$ cat src/hw/timer0_pkg.sv
// shared constants, types and helpers of the timer0 control block
package timer0_pkg;
  // ==========================================
  // register map (data-space offsets)
  localparam logic [7:0] OFS_SYNC = 8'h43;
  localparam logic [7:0] OFS_CTRL_A = 8'h44;
  localparam logic [7:0] OFS_CTRL_B = 8'h45;
  localparam logic [7:0] OFS_COUNT = 8'h46;
  localparam logic [7:0] OFS_CMP_A = 8'h47;
  localparam logic [7:0] OFS_CMP_B = 8'h48;
  localparam logic [7:0] OFS_FLAGS = 8'h35;
  localparam logic [7:0] OFS_MASK = 8'h6e;
  localparam logic [7:0] IO_OFFSET = 8'h20;
  localparam logic [7:0] IO_LAST = 8'h3f;
  localparam logic [7:0] RESET_VAL = 8'h00;
  localparam logic [7:0] COUNT_MAX = 8'hff;
  localparam logic [7:0] COUNT_BOTTOM = 8'h00;

  // ==========================================
  // field positions
  localparam int B_FORCE_A = 7;
  localparam int B_FORCE_B = 6;
  localparam int B_WAVE2 = 3;
  localparam int B_TSM = 7;
  localparam int B_PSR_ASYNC = 1;
  localparam int B_PSR_SHARED = 0;
  localparam logic [7:0] CTRL_A_MASK = 8'hf3;
  localparam logic [7:0] CTRL_B_MASK = 8'h0f;
  localparam logic [7:0] SYNC_MASK = 8'h83;
  localparam logic [7:0] IRQ_MASK_BITS = 8'h07;
  localparam int PRESCALE_WIDTH = 10;

  // ==========================================
  // modes and clock sources
  typedef enum logic [2:0] {
    WM_NORMAL = 3'b000, WM_PHASE_FF = 3'b001, WM_CTC = 3'b010, WM_FAST_FF = 3'b011,
    WM_RES4 = 3'b100, WM_PHASE_OCR = 3'b101, WM_RES6 = 3'b110, WM_FAST_OCR = 3'b111
  } wave_mode_t;

  typedef enum logic [2:0] {
    CS_STOP = 3'b000, CS_DIV1 = 3'b001, CS_DIV8 = 3'b010, CS_DIV64 = 3'b011,
    CS_DIV256 = 3'b100, CS_DIV1024 = 3'b101, CS_EXT_FALL = 3'b110, CS_EXT_RISE = 3'b111
  } clock_sel_t;

  // ==========================================
  // carriers
  typedef struct packed {
    logic [7:0] addr;
    logic io_space;
    logic wr;
    logic rd;
    logic [7:0] wdata;
  } bus_req_t;

  typedef struct packed {
    logic cmp_b;
    logic cmp_a;
    logic ovf;
  } flags_t;

  // ==========================================
  // helpers
  function automatic logic is_pwm(input wave_mode_t m);
    is_pwm = (m == WM_PHASE_FF) || (m == WM_FAST_FF) || (m == WM_PHASE_OCR) || (m == WM_FAST_OCR);
  endfunction : is_pwm

  function automatic logic prescale_tick(input logic [PRESCALE_WIDTH-1:0] c, input clock_sel_t cs);
    unique case (cs)
      CS_DIV1: prescale_tick = 1'b1;
      CS_DIV8: prescale_tick = &c[2:0];
      CS_DIV64: prescale_tick = &c[5:0];
      CS_DIV256: prescale_tick = &c[7:0];
      CS_DIV1024: prescale_tick = &c[9:0];
      default: prescale_tick = 1'b0;
    endcase
  endfunction : prescale_tick

  // non-pwm output action: toggle, clear or set
  function automatic logic match_action(input logic cur, input logic [1:0] com);
    unique case (com)
      2'b01: match_action = ~cur;
      2'b10: match_action = 1'b0;
      2'b11: match_action = 1'b1;
      default: match_action = cur;
    endcase
  endfunction : match_action

  // map a bus address to its data-space offset; msb marks a valid address
  function automatic logic [8:0] map_addr(input bus_req_t r);
    if (!r.io_space) begin
      map_addr = {1'b1, r.addr};
    end else begin
      map_addr = {(r.addr <= IO_LAST), 8'(r.addr + IO_OFFSET)};
    end
  endfunction : map_addr
endpackage : timer0_pkg

$ cat src/hw/timer0_edge_detect.sv
// edge detector on the external count pin
`timescale 1ns/1ps
`default_nettype none
module timer0_edge_detect (
  // clock and reset
  input wire logic clk,
  input wire logic rstn,
  // pin
  input wire logic pin,
  // edge pulses
  output logic rise,
  output logic fall
);
  logic prev_q;
  logic prev_d;

  // remember last pin level
  always_comb begin
    prev_d = pin;
  end

  always_ff @(posedge clk or negedge rstn) begin
    if (!rstn) begin
      prev_q <= 1'b0;
    end else begin
      prev_q <= prev_d;
    end
  end

  assign rise = pin && !prev_q;
  assign fall = !pin && prev_q;
endmodule : timer0_edge_detect
`default_nettype wire

$ cat src/hw/timer0_mode_clock_control.sv
// 8-bit timer0 with mode, clock select, force compare, masks and prescaler sync
// Function
// - mode built from control A and B bits
// - top is 0xFF or compare A per mode
// - compare update: immediate, at top, at bottom
// - overflow at max, bottom or top per mode
// - force compare only in non-pwm modes
// - force bit strobes an immediate output match
// - forced match sets no flag, clears nothing
// - force bits always read zero
// - clock select stops or divides io clock
// - selects 110/111 count pin falling/rising edges
// - count pin counts even when driven out
// - compare B request needs mask, enable, flag
// - compare A request needs mask, enable, flag
// - overflow request needs mask, enable, flag
// - sync mode keeps prescaler reset bits set
// - sync mode cleared drops shared bit, async bit once not busy
// - async reset bit resets third prescaler
// - shared reset bit resets timers 0/1 prescaler
// - io registers answer at offset and minus 0x20
// - flags clear by vector or writing one
// - counter write blocks next compare match
`timescale 1ns/1ps
`default_nettype none
module timer0_mode_clock_control
  import timer0_pkg::*;
(
  // clock and reset
  input wire logic clk,
  input wire logic rstn,
  // internal io bus
  input wire bus_req_t bus,
  output logic [7:0] rdata,
  // cpu interrupt side
  input wire logic global_irq_enable,
  input wire flags_t vector_ack,
  output flags_t irq_request,
  // pins
  input wire logic external_count_pin,
  output logic compare_out_a,
  output logic compare_out_b,
  // prescaler resets
  input wire logic async_reset_busy,
  output logic shared_prescaler_reset,
  output logic async_prescaler_reset
);
  // ==========================================
  // state
  logic [7:0] ctrl_a_q, ctrl_a_d, ctrl_b_q, ctrl_b_d, mask_q, mask_d;
  logic [7:0] cnt_q, cnt_d, rdata_q, rdata_d;
  logic [7:0] cmp_buf_q [2], cmp_buf_d [2], cmp_act_q [2], cmp_act_d [2];
  logic [1:0] out_q, out_d;
  logic up_q, up_d, block_q, block_d;
  logic tsm_q, tsm_d, psr_async_q, psr_async_d, psr_shared_q, psr_shared_d;
  flags_t flags_q, flags_d, irq_q, irq_d;

  // ==========================================
  // decode
  wave_mode_t mode;
  clock_sel_t csel;
  logic [8:0] map;
  logic wr_hit, pre_tick, rise, fall, tick, pwm, phase, fast;
  logic [7:0] top;

  assign mode = wave_mode_t'({ctrl_b_q[B_WAVE2], ctrl_a_q[1:0]});
  assign csel = clock_sel_t'(ctrl_b_q[2:0]);
  assign map = map_addr(bus);
  assign wr_hit = bus.wr && map[8];
  assign pwm = is_pwm(mode);
  assign phase = (mode == WM_PHASE_FF) || (mode == WM_PHASE_OCR);
  assign fast = (mode == WM_FAST_FF) || (mode == WM_FAST_OCR);
  // top source
  assign top = ((mode == WM_CTC) || (mode == WM_PHASE_OCR) || (mode == WM_FAST_OCR))
               ? cmp_act_q[0] : COUNT_MAX;

  // ==========================================
  // clock sources
  timer0_prescaler #(.WIDTH(PRESCALE_WIDTH)) u_prescaler (
    .clk(clk),
    .rstn(rstn),
    .clear(psr_shared_q),
    .sel(csel),
    .tick(pre_tick)
  );

  // pin is sampled regardless of its direction
  timer0_edge_detect u_edge (
    .clk(clk),
    .rstn(rstn),
    .pin(external_count_pin),
    .rise(rise),
    .fall(fall)
  );

  // counter clock selection
  always_comb begin
    unique case (csel)
      CS_EXT_FALL: tick = fall;
      CS_EXT_RISE: tick = rise;
      default: tick = pre_tick;
    endcase
  end

  // ==========================================
  // counter, compare, waveform and register next state
  always_comb begin
    logic [2:0] hit;
    logic at_top, wrap, ovf;
    logic [1:0] com;
    hit = '0;
    at_top = 1'b0;
    wrap = 1'b0;
    ovf = 1'b0;
    com = '0;
    ctrl_a_d = ctrl_a_q;
    ctrl_b_d = ctrl_b_q;
    mask_d = mask_q;
    cnt_d = cnt_q;
    cmp_buf_d = cmp_buf_q;
    cmp_act_d = cmp_act_q;
    out_d = out_q;
    up_d = up_q;
    block_d = block_q;
    tsm_d = tsm_q;
    flags_d = flags_q;
    // compare matches, blocked after a counter write
    for (int ch = 0; ch < 2; ch++) begin
      hit[ch] = tick && !block_q && (cnt_q == cmp_act_q[ch]);
    end
    // counting sequence
    if (tick) begin
      block_d = 1'b0;
      at_top = (cnt_q == top);
      if (phase) begin
        if (up_q) begin
          if (at_top) begin
            up_d = 1'b0;
            cnt_d = cnt_q - 8'h01;
            cmp_act_d = cmp_buf_q;
          end else begin
            cnt_d = cnt_q + 8'h01;
          end
        end else if (cnt_q == COUNT_BOTTOM) begin
          up_d = 1'b1;
          cnt_d = cnt_q + 8'h01;
          ovf = 1'b1;
        end else begin
          cnt_d = cnt_q - 8'h01;
        end
      end else begin
        wrap = at_top || (cnt_q == COUNT_MAX);
        cnt_d = at_top ? COUNT_BOTTOM : cnt_q + 8'h01;
        ovf = (mode == WM_FAST_OCR) ? at_top : (cnt_q == COUNT_MAX);
        if (fast && wrap) begin
          cmp_act_d = cmp_buf_q;
        end
      end
    end
    // waveform outputs per channel
    for (int ch = 0; ch < 2; ch++) begin
      com = (ch == 0) ? ctrl_a_q[7:6] : ctrl_a_q[5:4];
      if (!pwm) begin
        if (hit[ch]) begin
          out_d[ch] = match_action(out_q[ch], com);
        end
      end else if (com[1]) begin
        if (fast && hit[ch]) begin
          out_d[ch] = com[0];
        end else if (fast && wrap) begin
          out_d[ch] = ~com[0];
        end else if (phase && hit[ch]) begin
          out_d[ch] = up_q ? com[0] : ~com[0];
        end
      end else if (com[0] && ctrl_b_q[B_WAVE2] && ch == 0 && hit[ch]) begin
        out_d[ch] = ~out_q[ch];
      end
    end
    // immediate compare update outside pwm
    if (!pwm) begin
      cmp_act_d = cmp_buf_q;
    end
    // flags: hardware set wins over any clear
    flags_d = flags_q & ~vector_ack;
    if (wr_hit && map[7:0] == OFS_FLAGS) begin
      flags_d = flags_d & ~flags_t'(bus.wdata[2:0]);
    end
    flags_d.ovf = flags_d.ovf | ovf;
    flags_d.cmp_a = flags_d.cmp_a | hit[0];
    flags_d.cmp_b = flags_d.cmp_b | hit[1];
    // register writes
    if (wr_hit) begin
      unique case (map[7:0])
        OFS_CTRL_A: ctrl_a_d = bus.wdata & CTRL_A_MASK;
        OFS_CTRL_B: begin
          ctrl_b_d = bus.wdata & CTRL_B_MASK;
          // forced match: output only, no flag, no clear
          if (!pwm) begin
            if (bus.wdata[B_FORCE_A]) begin
              out_d[0] = match_action(out_q[0], ctrl_a_q[7:6]);
            end
            if (bus.wdata[B_FORCE_B]) begin
              out_d[1] = match_action(out_q[1], ctrl_a_q[5:4]);
            end
          end
        end
        OFS_COUNT: begin
          cnt_d = bus.wdata;
          block_d = 1'b1;
        end
        OFS_CMP_A: cmp_buf_d[0] = bus.wdata;
        OFS_CMP_B: cmp_buf_d[1] = bus.wdata;
        OFS_MASK: mask_d = bus.wdata & IRQ_MASK_BITS;
        OFS_SYNC: tsm_d = bus.wdata[B_TSM];
        default: ;
      endcase
    end
    if (!pwm) begin
      cmp_act_d = cmp_buf_d;
    end
  end

  always_ff @(posedge clk or negedge rstn) begin
    if (!rstn) begin
      ctrl_a_q <= RESET_VAL;
      ctrl_b_q <= RESET_VAL;
      mask_q <= RESET_VAL;
      cnt_q <= RESET_VAL;
      cmp_buf_q <= '{RESET_VAL, RESET_VAL};
      cmp_act_q <= '{RESET_VAL, RESET_VAL};
      out_q <= '0;
      up_q <= 1'b1;
      block_q <= 1'b0;
      tsm_q <= 1'b0;
      flags_q <= '0;
    end else begin
      ctrl_a_q <= ctrl_a_d;
      ctrl_b_q <= ctrl_b_d;
      mask_q <= mask_d;
      cnt_q <= cnt_d;
      cmp_buf_q <= cmp_buf_d;
      cmp_act_q <= cmp_act_d;
      out_q <= out_d;
      up_q <= up_d;
      block_q <= block_d;
      tsm_q <= tsm_d;
      flags_q <= flags_d;
    end
  end

  // ==========================================
  // prescaler reset bits
  always_comb begin
    psr_shared_d = psr_shared_q;
    psr_async_d = psr_async_q;
    if (wr_hit && map[7:0] == OFS_SYNC) begin
      psr_shared_d = bus.wdata[B_PSR_SHARED];
      psr_async_d = bus.wdata[B_PSR_ASYNC];
    end else if (!tsm_q) begin
      // shared: one clock of reset, then self-clear; async: held until async_reset_busy drops
      psr_shared_d = 1'b0;
      psr_async_d = psr_async_q && async_reset_busy;
    end
    // while in sync mode both bits simply hold
  end

  always_ff @(posedge clk or negedge rstn) begin
    if (!rstn) begin
      psr_shared_q <= 1'b0;
      psr_async_q <= 1'b0;
    end else begin
      psr_shared_q <= psr_shared_d;
      psr_async_q <= psr_async_d;
    end
  end

  // ==========================================
  // interrupt requests and read data
  always_comb begin
    irq_d.cmp_b = global_irq_enable && mask_q[2] && flags_q.cmp_b;
    irq_d.cmp_a = global_irq_enable && mask_q[1] && flags_q.cmp_a;
    irq_d.ovf = global_irq_enable && mask_q[0] && flags_q.ovf;
    rdata_d = rdata_q;
    if (bus.rd) begin
      rdata_d = RESET_VAL;
      if (map[8]) begin
        unique case (map[7:0])
          OFS_CTRL_A: rdata_d = ctrl_a_q;
          OFS_CTRL_B: rdata_d = ctrl_b_q;
          OFS_COUNT: rdata_d = cnt_q;
          OFS_CMP_A: rdata_d = cmp_buf_q[0];
          OFS_CMP_B: rdata_d = cmp_buf_q[1];
          OFS_FLAGS: rdata_d = {5'h00, flags_q};
          OFS_MASK: rdata_d = mask_q;
          OFS_SYNC: rdata_d = {tsm_q, 5'h00, psr_async_q, psr_shared_q};
          default: rdata_d = RESET_VAL;
        endcase
      end
    end
  end

  always_ff @(posedge clk or negedge rstn) begin
    if (!rstn) begin
      irq_q <= '0;
      rdata_q <= RESET_VAL;
    end else begin
      irq_q <= irq_d;
      rdata_q <= rdata_d;
    end
  end

  // ==========================================
  // outputs
  assign rdata = rdata_q;
  assign irq_request = irq_q;
  assign compare_out_a = out_q[0];
  assign compare_out_b = out_q[1];
  assign shared_prescaler_reset = psr_shared_q;
  assign async_prescaler_reset = psr_async_q;
endmodule : timer0_mode_clock_control
`default_nettype wire

$ cat src/hw/timer0_prescaler.sv
// shared prescaler counter producing the selected divided tick
`timescale 1ns/1ps
`default_nettype none
module timer0_prescaler
  import timer0_pkg::*;
#(
  parameter int WIDTH = PRESCALE_WIDTH
) (
  // clock and reset
  input wire logic clk,
  input wire logic rstn,
  // control
  input wire logic clear,
  input wire clock_sel_t sel,
  // tick out
  output logic tick
);
  logic [WIDTH-1:0] cnt_q;
  logic [WIDTH-1:0] cnt_d;

  // free-running count, held at zero while reset is asserted
  always_comb begin
    cnt_d = clear ? '0 : cnt_q + 1'b1;
  end

  always_ff @(posedge clk or negedge rstn) begin
    if (!rstn) begin
      cnt_q <= '0;
    end else begin
      cnt_q <= cnt_d;
    end
  end

  // no tick while the prescaler is held
  assign tick = !clear && prescale_tick(cnt_q, sel);
endmodule : timer0_prescaler
`default_nettype wire

$ cat config.mk
export PLATFORM = sky130hd
export DESIGN_NAME = timer0_mode_clock_control
export DESIGN_NICKNAME = d
export VERILOG_FILES = /design/src/hw/timer0_pkg.sv /design/src/hw/timer0_edge_detect.sv /design/src/hw/timer0_mode_clock_control.sv /design/src/hw/timer0_prescaler.sv
export SDC_FILE = /design/constraint.sdc
export NUM_CORES = 1
export LEC_CHECK = 0
export ABC_AREA = 1
export BUFFER_PORTS_ARGS = -buffer_cell sky130_fd_sc_hd__buf_2
export CAP_MARGIN = 30
export CELL_PAD_IN_SITES_DETAIL_PLACEMENT = 1
export CELL_PAD_IN_SITES_GLOBAL_PLACEMENT = 1
export CORE_AREA = 2 2 91 129
export CTS_CLUSTER_SIZE = 30
export DETAILED_ROUTE_END_ITERATION = 7
export DIE_AREA = 0 0 93 131
export PLACE_DENSITY = 0.86
export SLEW_MARGIN = 20
export SYNTH_ARGS = -nofsm -noshare
export SYNTH_HDL_FRONTEND = slang
export SYNTH_SLANG_ARGS = --single-unit
$ cat constraint.sdc
create_clock -name clk -period 3 [get_ports clk]
set_input_delay 0.9 -clock clk [delete_from_list [all_inputs] [get_ports clk]]
set_output_delay 0.9 -clock clk [all_outputs]
set_load 0.02 [all_outputs]
==> results of run 1 <==
-- flip-flops by register name, summed over array words and instances (netlist names) --
| signal | flops |
|---|---|
| cmp_act_q | 16 |
| cmp_buf_q | 16 |
| u_prescaler.cnt_q | 10 |
| cnt_q | 8 |
| rdata | 8 |
| ctrl_a_q | 6 |
| ctrl_b_q | 4 |
| flags_q | 3 |
| irq_request | 3 |
| mask_q | 3 |
| out_q | 2 |
| async_prescaler_reset | 1 |
| block_q | 1 |
| shared_prescaler_reset | 1 |
| tsm_q | 1 |
| u_edge.prev_q | 1 |
| up_q | 1 |
-- cells in the final DEF, fill, tap and decap left out, types with 2 or more instances in the layout --
cell type                      n
sky130_fd_sc_hd__a211oi_1      3
sky130_fd_sc_hd__inv_2         9
sky130_fd_sc_hd__clkinvlp_4    2
sky130_fd_sc_hd__o211ai_1      5
sky130_fd_sc_hd__o21ai_0      63
sky130_fd_sc_hd__nor2_1       63
sky130_fd_sc_hd__a22oi_1       2
sky130_fd_sc_hd__o21ai_1      21
sky130_fd_sc_hd__clkbuf_16     9
sky130_fd_sc_hd__a221oi_1      4
sky130_fd_sc_hd__nor3_1       14
sky130_fd_sc_hd__dfrtp_1      84
sky130_fd_sc_hd__nand3_2       2
sky130_fd_sc_hd__xnor2_1       2
sky130_fd_sc_hd__buf_2        40
sky130_fd_sc_hd__buf_4        13
sky130_fd_sc_hd__nor4_1        4
sky130_fd_sc_hd__a31oi_1       9
sky130_fd_sc_hd__inv_6         2
sky130_fd_sc_hd__o22ai_1      18
sky130_fd_sc_hd__nand3_1      21
sky130_fd_sc_hd__nand2_1     184
sky130_fd_sc_hd__nand2_2       4
sky130_fd_sc_hd__o21ai_2       5
sky130_fd_sc_hd__ha_1          7
sky130_fd_sc_hd__xor2_1       17
sky130_fd_sc_hd__nand4_1      11
sky130_fd_sc_hd__inv_1        96
sky130_fd_sc_hd__a21oi_1      13
sky130_fd_sc_hd__o2111ai_1     3
-- stage by stage --
stage | power [uW] | std cells | instance area, um2
2_1_floorplan | 1670 | 701 | 5080
3_3_place_gp | 1830 | 874 | 5460
3_5_place_dp | 1870 | 874 | 5460
4_1_cts | 3030 | 890 | 5760
5_1_grt | 3140 | 890 | 5760
6_report | 3030 | 890 | 5760
-- layout make-up --
| class | instances | area [um2] |
|---|---|---|
| inverters | 105 | 394 |
| multi-input cells | 486 | 2430 |
| fillers | 1455 | 5300 |
| repair buffers | 54 | 318 |
| well taps | 144 | 180 |
| clock buffers | 10 | 229 |
| clock inverters | 6 | 71.3 |
| flip-flops and latches | 85 | 2130 |
-- critical path, stage by stage --
cell and delay [ps]:
sky130_fd_sc_hd__buf_2 110, sky130_fd_sc_hd__ha_1 190, sky130_fd_sc_hd__nand2_1 80, sky130_fd_sc_hd__xor2_1 210, sky130_fd_sc_hd__nand2_1 150, sky130_fd_sc_hd__nor3_4 290, sky130_fd_sc_hd__nand2_2 120, sky130_fd_sc_hd__inv_2 130
sky130_fd_sc_hd__nand2_2 180, sky130_fd_sc_hd__nand2_1 120, sky130_fd_sc_hd__o21ai_1 100, sky130_fd_sc_hd__nand2_1 90, sky130_fd_sc_hd__o21ai_0 90, sky130_fd_sc_hd__nand2_1 100, sky130_fd_sc_hd__o21ai_0 110
-- where the power goes --
group | leakage, uW | switching, uW | total (uW) | internal (uW)
Combinational | 0.00148 | 341 | 509 | 168
Sequential | 0.00112 | 108 | 1350 | 1240
Clock | 0.000140 | 513 | 1170 | 654
-- cell families (layout without fill, tap and decap cells) --
kind of cell	after synthesis	after routing	share of synthesized area
simple gates	309	309	0.256
compound gates	151	151	0.173
buf+inv	130	175	0.103
flops	85	85	0.419
xor+xnor	19	19	0.0327
fa+ha+maj	7	7	0.0172
-- how the worst min path moves through the flow --
stage               slack, ps            startpoint  cells after the start                   end
detailed placement        460  u_prescaler.cnt_q[0]                      1  u_prescaler.cnt_q[0]
global route              500  u_prescaler.cnt_q[0]                      1  u_prescaler.cnt_q[0]
CTS                       470  u_prescaler.cnt_q[0]                      1  u_prescaler.cnt_q[0]
global placement          440  u_prescaler.cnt_q[0]                      1  u_prescaler.cnt_q[0]
floorplan                 420  u_prescaler.cnt_q[0]                      1  u_prescaler.cnt_q[0]
finish                    470  u_prescaler.cnt_q[0]                      1  u_prescaler.cnt_q[0]
-- per-layer routing --
layer,part of all wire,global-route usage,vias to the layer above
li1,-,-,2365
met1,0.38,0.326,2543
met2,0.52,0.540,143
met3,0.040,0.0453,62
met4,0.059,0.212,0
met5,0,0,-
==> impl_metrics.tcl, run 1 <==
set metrics [dict create \
    async_reset_ff_frac 1.00 \
    achievable-frequency_ghz 0.361 \
    synth.top_cells.by_count "sky130_fd_sc_hd__nand2_1, sky130_fd_sc_hd__inv_1, sky130_fd_sc_hd__dfrtp_1" \
    cts_repair_resize_count 0 \
    wl_per_cell_um 19.6 \
    ys_ff_latch 85 \
    crit_path_start_kind "primary input" \
    grt_start_max_net_pins 47 \
    grt_pass1_vias 5604 \
    critical_path.reg2reg.startpoint "cnt_q[0]" \
    synthDominantCellAreaShare 0.413 \
    post-route-worst-setup-slack_ps 229 \
    cp-endpoint "cmp_act_q[0]" \
    tightest_slew_ps 639 \
    synthDistinctLibCells 42 \
    chipHeight_um 131 \
    initial_utilization 0.460 \
    fp.dieArea_um2 12200 \
    worst_path_required_time_ps 3200 \
    timing.reg2reg.setup_slack_ps 390 \
    chipWidth_um 93 \
    design.final.nets 775 \
    max-vdd-ir-drop_mv 0.341 \
    critPathLaunch "bus[16]" \
    dp_hpwl_mm 12.8 \
    io_pins 42 \
    timing.rr.end "cmp_act_q[11]" \
    synth.most_common_cell "sky130_fd_sc_hd__nand2_1" \
    final_core_utilization 0.521 \
    post_synthesis_mean_instance_area_um2 7.25 \
    unrepaired_setup_endpoints_after_global_routing "no" \
    cts_tree "done" \
    antenna_cells 0 \
    post-route-min-period_ps 2770 \
    synth_edf_count 0 \
    critical_path_class "in2reg" \
    drc_errors 0 \
    fin_hold_ws_ps 474 \
    synthesized_nets 735 \
    h-tree-depth 3 \
    worstPathArrival_ps 2980 \
    via_per_inst 5.74 \
    seq_area_frac_synth 0.419 \
    run_status "finished clean" \
    pwr_density_cell_nw_per_um2 526 \
    gp_routability_congestion 0.899 \
    tritoncts_num_sinks 85 \
    cts.repair_timing.setup_buffer_count 0 \
    post-place-ws_ps -30.4 \
    timing.final.hold_violations 0 \
    syn-cell-area_um2 5080 \
    synth_warnings 0 \
    total_leakage_power_uw 0.00275 \
    postSynth.topFlopCell "sky130_fd_sc_hd__dfrtp_1" \
    portBuffers 41 \
    setup_viol 0 \
    detailroute.via_count 5113 \
    hp-class "reg2reg" \
    final.setup_skew_ps 7.10 \
    core.rowCount 46 \
    dr.first_iter.drc_count 331 \
    finalMaxSlewViolations 0 \
    cts_made_buffers 9 \
    clk_root_buffer_cell "sky130_fd_sc_hd__clkbuf_16" \
    grt_pass1_wl_mm 28.2 \
    layout_worst_path_cycle_share 0.924 \
    drtPass1Iterations 4 \
    max-cap-violations 0 \
    design.core.area_um2 11100 \
    drive_above_1_share 0.129 \
    track_usage 0.302 \
    synth.largest_area_cell "sky130_fd_sc_hd__dfrtp_1" \
    cp_max_fanout 12 \
    clk_latency_ps 350 \
    post_synth_main_area_contributors "sky130_fd_sc_hd__dfrtp_1, sky130_fd_sc_hd__nand2_1, sky130_fd_sc_hd__inv_1, sky130_fd_sc_hd__o21ai_0, sky130_fd_sc_hd__nor2_1" \
    drtAntennaViolNets 0 \
    route.final.wire_length_mm 17.4 \
    timing.max_slew.rel_slack 0.574 \
    worst-r2r-cell-count 10 \
    clkSlewWorstSetupHoldPaths_ps 70 \
    crit_end_category "flip-flop" \
    total_gr_overflow 0 \
    finalSetupTns_ps 0 \
    synth_cells 701 \
    antenna_violations_before_repair 0 \
    hold_buffers 0 \
    max-clock-path-buffers 2 \
    area_delta_synth_final_pct 13.2 \
]
No activity file was read; power rests on OpenSTA's default activity.
==> inputs of run 2 (changes only) <==
--- a/config.mk
+++ b/config.mk
@@ -9,11 +9,11 @@
 export BUFFER_PORTS_ARGS = -buffer_cell sky130_fd_sc_hd__buf_2
 export CAP_MARGIN = 30
 export CELL_PAD_IN_SITES_DETAIL_PLACEMENT = 1
-export CELL_PAD_IN_SITES_GLOBAL_PLACEMENT = 1
-export CORE_AREA = 2 2 91 129
+export CELL_PAD_IN_SITES_GLOBAL_PLACEMENT = 2
+export CORE_AREA = 2 2 103 144
 export CTS_CLUSTER_SIZE = 30
 export DETAILED_ROUTE_END_ITERATION = 7
-export DIE_AREA = 0 0 93 131
+export DIE_AREA = 0 0 105 146
 export PLACE_DENSITY = 0.86
 export SLEW_MARGIN = 20
 export SYNTH_ARGS = -nofsm -noshare
==> run 2 against run 1 <==
Non-clock buffer count rose by 2; clock power rose by 12%; global-route usage fell by 6.5 points; via count fell by 2.9%; first-iteration DRC count fell by 26%.
==> impl_metrics.tcl, run 2 (synthesis gave the netlist of run 1 again) <==
set metrics [dict create \
    via_per_inst 5.32 \
    layout.cells.most_common_list "sky130_fd_sc_hd__nand2_1, sky130_fd_sc_hd__inv_1, sky130_fd_sc_hd__dfrtp_1, sky130_fd_sc_hd__nor2_1, sky130_fd_sc_hd__o21ai_0" \
    pwr_density_cell_nw_per_um2 538 \
    crit_end_category "flip-flop" \
    cts_repair_resize_count 0 \
    critical_path_class "reg2reg" \
    critical_path.reg2reg.startpoint "cnt_q[0]" \
    largest_registers "cmp_act_q x16, cmp_buf_q x16, u_prescaler.cnt_q x10" \
    top_layer "met4" \
    initial_utilization 0.366 \
    fill_cells 1782 \
    whs_endpoint "u_prescaler.cnt_q[0]" \
    chipHeight_um 146 \
    p_int_uw 2230 \
    final.setup_skew_ps 4.83 \
    cts_tree "done" \
    worst-r2r-cell-count 13 \
    portBuffers 41 \
    detailroute.via_count 4967 \
    area_delta_synth_final_pct 15.5 \
    grt_pass1_vias 5293 \
    design.core.area_um2 13900 \
    timing.reg2reg.setup_slack_ps 370 \
    power.net_switching_uw 933 \
    timing.rr.end "out_q[1]" \
    path_common_cell "sky130_fd_sc_hd__nand2_1" \
    achievable-frequency_ghz 0.380 \
    combinationalPowerShare 0.157 \
    finalSetupTns_ps 0 \
    cts.repair_timing.setup_buffer_count 0 \
    grt_start_max_net_pins 48 \
    power.clock.fraction 0.415 \
    crit_path_start_kind "flip-flop" \
    run_status "finished clean" \
    total_gr_overflow 0 \
    dp_hpwl_mm 13.3 \
    post-route-min-period_ps 2630 \
    tritoncts_num_sinks 85 \
    max-cap-violations 0 \
    antenna_cells 0 \
    setup_viol 0 \
    drive_above_1_share 0.131 \
    worstHoldStart "u_prescaler.cnt_q[0]" \
    timing.max_slew.rel_slack 0.541 \
    worst_path_required_time_ps 3280 \
    timing.critical_path.cells "ha_1, nand3_1, nor3_1, nand3_1, a21oi_2, nand3_1, nand2_1, inv_1, nand2_1, nand2_1, nand2_1, nand2_1, a21oi_1" \
    gp_routability_congestion 0.880 \
    drtPass1Iterations 6 \
    track_usage 0.237 \
    hp-class "reg2reg" \
    met2RoutedLength_mm 9.26 \
    cp_max_fanout 7 \
    cts_made_buffers 9 \
    chipWidth_um 105 \
    total_leakage_power_uw 0.00279 \
    tightest_slew_ps 684 \
    clk_root_buffer_cell "sky130_fd_sc_hd__clkbuf_16" \
    io_pins 42 \
    drc_errors 0 \
    fp.dieArea_um2 15300 \
    met3_length_um 550 \
    min_path_cells 1 \
    timing.final.hold_violations 0 \
    worstPathArrival_ps 2910 \
    clk_latency_ps 350 \
    m1WireLength_mm 7.12 \
    clkSlewWorstSetupHoldPaths_ps 70 \
    h-tree-depth 3 \
    finalMaxSlewViolations 0 \
    hold_buffers 0 \
    fin_hold_ws_ps 468 \
    share_seq_of_total_power 0.429 \
    layout_worst_path_cycle_share 0.878 \
    dr.first_iter.drc_count 244 \
    drtAntennaViolNets 0 \
    critical-path-slowest-cell "sky130_fd_sc_hd__dfrtp_1" \
    unrepaired_setup_endpoints_after_global_routing "no" \
    max-clock-path-buffers 2 \
    grt_pass1_wl_mm 28.3 \
    max-vdd-ir-drop_mv 0.206 \
    design.final.nets 777 \
    route.final.wire_length_mm 17.5 \
    critical_path.max_stage_delay_ps 570 \
    antenna_violations_before_repair 0 \
    layout_commonest_cell "sky130_fd_sc_hd__nand2_1" \
    power_switching_share 0.295 \
    core.rowCount 51 \
    wl_per_cell_um 18.8 \
]
## run 2: final cells by class
type	count	area, um2	share of cell area
clock buffer	10	229	0.0390
tap	185	231	0.0394
inverter	105	394	0.0671
timing repair buffer	56	345	0.0588
sequential	85	2130	0.362
clock inverter	6	111	0.0190
multi-input combinational	486	2430	0.414
## run 2: worst max-delay path, delay by kind of cell (launching register included)
kind / cells / cell delay (ps)
fa+ha+maj: 1 / 260
flops: 1 / 570
simple gates: 9 / 1330
compound gates: 2 / 360
buf+inv: 1 / 40
## run 2: worst max-delay path by stage
stage	start	to	slack [ps]
finish	cnt_q[0]	out_q[1]	370
global route	u_prescaler.cnt_q[0]	out_q[1]	190
CTS	bus[16]	cmp_act_q[1]	410
detailed placement	bus[16]	cmp_act_q[1]	60
global placement	bus[16]	out_q[1]	190
floorplan	bus[16]	out_q[1]	410
## run 2: stage by stage
stage	setup slack, ps	util	instances	cell area (um2)	power (uW)
after global placement	191	0.398	917	5530	1840
after global routing	194	0.422	933	5870	3310
after floorplan	406	-	701	5080	1670
final	366	0.422	933	5870	3160
after CTS	411	0.422	933	5870	3180
after detailed placement	56.9	0.398	917	5530	1870
## run 2: layer usage
layer | GRT usage | up-vias
met4 | 0.103 | 0
met5 | 0 | -
met1 | 0.280 | 2456
met3 | 0.0300 | 37
met2 | 0.428 | 108
li1 | - | 2366
## run 2: power groups by stage
stage / combinational [uW] / clock (uW) / sequential, uW
CTS: 500 / 1330 / 1350
finish: 495 / 1310 / 1350
detailed placement: 496 / 0 / 1370
global route: 570 / 1380 / 1370
global placement: 472 / 0 / 1370
floorplan: 348 / 0 / 1320
==> inputs of run 3 (changes only) <==
==> constraint.sdc (replaced) <==
create_clock -name clk -period 3 [get_ports clk]
set_input_delay 0.3 -clock clk [delete_from_list [all_inputs] [get_ports clk]]
set_output_delay 0.3 -clock clk [all_outputs]
set_load 0.02 [all_outputs]
==> run 3 against run 2 <==
Non-clock buffer count shrank 1; critical path depth grew 4; combinational power grew 2%; die area is the same; count of clock-buffer cells in the layout grew 1; maximum frequency grew 4.3%; via count shrank 1.1%; total power shrank 0.23%; critical path type unchanged; critical endpoint is now cnt_q[7].
==> impl_metrics.tcl, run 3 (synthesis gave the netlist of run 1 again) <==
set metrics [dict create \
    run_status "finished clean" \
    wl_per_cell_um 18.7 \
    grt_pass1_vias 5202 \
    max-clock-path-buffers 2 \
    tritoncts_num_sinks 85 \
    clk_root_buffer_cell "sky130_fd_sc_hd__clkbuf_16" \
    path_common_cell "sky130_fd_sc_hd__nand2_1" \
    whs_endpoint "u_edge.prev_q" \
    crit_path_start_kind "flip-flop" \
    cts_tree "done" \
    portBuffers 41 \
    antenna_cells 0 \
    design.core.area_um2 13900 \
    io_pins 42 \
    critical_path.max_stage_delay_ps 370 \
    worstPathArrival_ps 2800 \
    total_leakage_power_uw 0.00277 \
    unrepaired_setup_endpoints_after_global_routing "no" \
    combinationalPowerShare 0.160 \
    layout_commonest_cell "sky130_fd_sc_hd__nand2_1" \
    critical_path_class "reg2reg" \
    post-route-min-period_ps 2530 \
    timing.rr.end "cnt_q[7]" \
    track_usage 0.237 \
    totalPowerFinal_uw 3150 \
    grt_start_max_net_pins 40 \
    worst-r2r-cell-count 17 \
    timing.max_slew.rel_slack 0.607 \
    cts.repair_timing.setup_buffer_count 0 \
    power.clock.fraction 0.415 \
    clkSlewWorstSetupHoldPaths_ps 70 \
    timing.critical_path.buf_inv 2 \
    drive_above_1_share 0.127 \
    fp.dieArea_um2 15300 \
    crit_end_category "flip-flop" \
    pwr_density_cell_nw_per_um2 539 \
    max-cap-violations 0 \
    dp_hpwl_mm 13.5 \
    worst_path_required_time_ps 3280 \
    power_switching_share 0.290 \
    hp-class "in2reg" \
    chipWidth_um 105 \
    finalSetupTns_ps 0 \
    drc_errors 0 \
    total_gr_overflow 0 \
    via_per_inst 5.27 \
    cts_made_buffers 9 \
    initial_utilization 0.366 \
    grt_pass1_wl_mm 28.3 \
    route.final.wire_length_mm 17.4 \
    finalMaxSlewViolations 0 \
    gp_routability_congestion 0.864 \
    min_path_cells 1 \
    cp_top_family "simple AND/OR/NAND/NOR gates" \
    dr.first_iter.drc_count 278 \
    timing.reg2reg.setup_slack_ps 470 \
    h-tree-depth 3 \
    cp_max_fanout 13 \
    critical-path-slowest-cell "sky130_fd_sc_hd__dfrtp_1" \
    share_seq_of_total_power 0.426 \
    antenna_violations_before_repair 0 \
    tightest_slew_ps 584 \
    cp_num_cells 17 \
    layout_worst_path_cycle_share 0.842 \
    largest_registers "cmp_act_q x16, cmp_buf_q x16, u_prescaler.cnt_q x10" \
    clk_latency_ps 340 \
    timing.final.hold_violations 0 \
    final.setup_skew_ps 10.3 \
    timing.critical_path.cells "ha_1, nand3_1, nor2_1, nand2_1, nand2_1, nor2_1, nand2_1, nand3_1, nand2_1, inv_1, nor2_1, nand2_1, nand2_1, nand2_1, o2111ai_1, o21ai_1, inv_1" \
    detailroute.via_count 4910 \
    critical_path.reg2reg.startpoint "u_prescaler.cnt_q[0]" \
    drtPass1Iterations 4 \
    worstHoldStart "external_count_pin" \
    chipHeight_um 146 \
    design.final.nets 776 \
    max-vdd-ir-drop_mv 0.299 \
    setup_viol 0 \
    achievable-frequency_ghz 0.396 \
    layout.cells.most_common_list "sky130_fd_sc_hd__nand2_1, sky130_fd_sc_hd__inv_1, sky130_fd_sc_hd__dfrtp_1, sky130_fd_sc_hd__nor2_1, sky130_fd_sc_hd__o21ai_0" \
    power.net_switching_uw 914 \
    drtAntennaViolNets 0 \
    core.rowCount 51 \
    area_delta_synth_final_pct 14.9 \
    p_int_uw 2240 \
]
-- run 3: stage by stage --
| step | setup WS, ps | hold slack (ps) | util | cells | area, um2 |
|---|---|---|---|---|---|
| floorplan | 1010 | 4.41 | - | 701 | 5080 |
| global placement | 481 | 311 | 0.395 | 915 | 5490 |
| detailed placement | 388 | 313 | 0.395 | 915 | 5490 |
| CTS | 468 | 88.7 | 0.420 | 932 | 5840 |
| global route | 107 | 83.8 | 0.420 | 932 | 5840 |
| finish | 474 | 88.3 | 0.420 | 932 | 5840 |
-- run 3: layout make-up --
class | instances | area (um2)
Clock inverter | 5 | 108
Timing Repair Buffer | 55 | 315
Multi-Input combinational cell | 486 | 2430
Clock buffer | 11 | 233
Sequential cell | 85 | 2130
Inverter | 105 | 394
Fill cell | 1817 | 8070
Tap cell | 185 | 231
-- run 3: worst register-to-register path, stage by stage (launching register included) --
cell,delay [ps]
sky130_fd_sc_hd__dfrtp_1,370
sky130_fd_sc_hd__ha_1,180
sky130_fd_sc_hd__nand3_1,140
sky130_fd_sc_hd__nor2_1,190
sky130_fd_sc_hd__nand2_1,80
sky130_fd_sc_hd__nand2_1,70
sky130_fd_sc_hd__nor2_1,40
sky130_fd_sc_hd__nand2_1,60
sky130_fd_sc_hd__nand3_1,80
sky130_fd_sc_hd__nand2_1,320
sky130_fd_sc_hd__inv_1,220
sky130_fd_sc_hd__nor2_1,270
sky130_fd_sc_hd__nand2_1,80
sky130_fd_sc_hd__nand2_1,70
sky130_fd_sc_hd__nand2_1,60
sky130_fd_sc_hd__o2111ai_1,70
sky130_fd_sc_hd__o21ai_1,110
sky130_fd_sc_hd__inv_1,60
-- run 3: how the worst max path moves through the flow --
| stage | startpoint | to | slack, ps |
|---|---|---|---|
| 3_5_place_dp | bus[16] | cmp_act_q[2] | 390 |
| 4_1_cts | u_prescaler.cnt_q[0] | cnt_q[7] | 470 |
| 3_3_place_gp | bus[16] | cmp_act_q[2] | 480 |
| 5_1_grt | u_prescaler.cnt_q[0] | out_q[0] | 110 |
| 6_report | u_prescaler.cnt_q[0] | cnt_q[7] | 470 |
| 2_1_floorplan | bus[16] | out_q[1] | 1010 |
-- run 3: layer usage --
| layer | part of all wire | vias to the layer above | global-route usage |
|---|---|---|---|
| li1 | - | 2361 | - |
| met1 | 0.41 | 2453 | 0.278 |
| met2 | 0.55 | 74 | 0.445 |
| met3 | 0.024 | 22 | 0.0269 |
| met4 | 0.021 | 0 | 0.0720 |
| met5 | 0 | - | 0 |
-- run 3: repair_timing --
action                    4_1_cts  5_1_grt
gates resized for setup         0        0
hold endpoints to repair       37        0
hold buffers                    1        0
-- run 3: power by group through the flow --
| stage | Clock (uW) | Sequential (uW) | Combinational (uW) |
|---|---|---|---|
| after floorplan | 0 | 1320 | 348 |
| after global placement | 0 | 1360 | 488 |
| after detailed placement | 0 | 1360 | 506 |
| after CTS | 1320 | 1340 | 508 |
| after global routing | 1360 | 1350 | 581 |
| final | 1310 | 1340 | 503 |
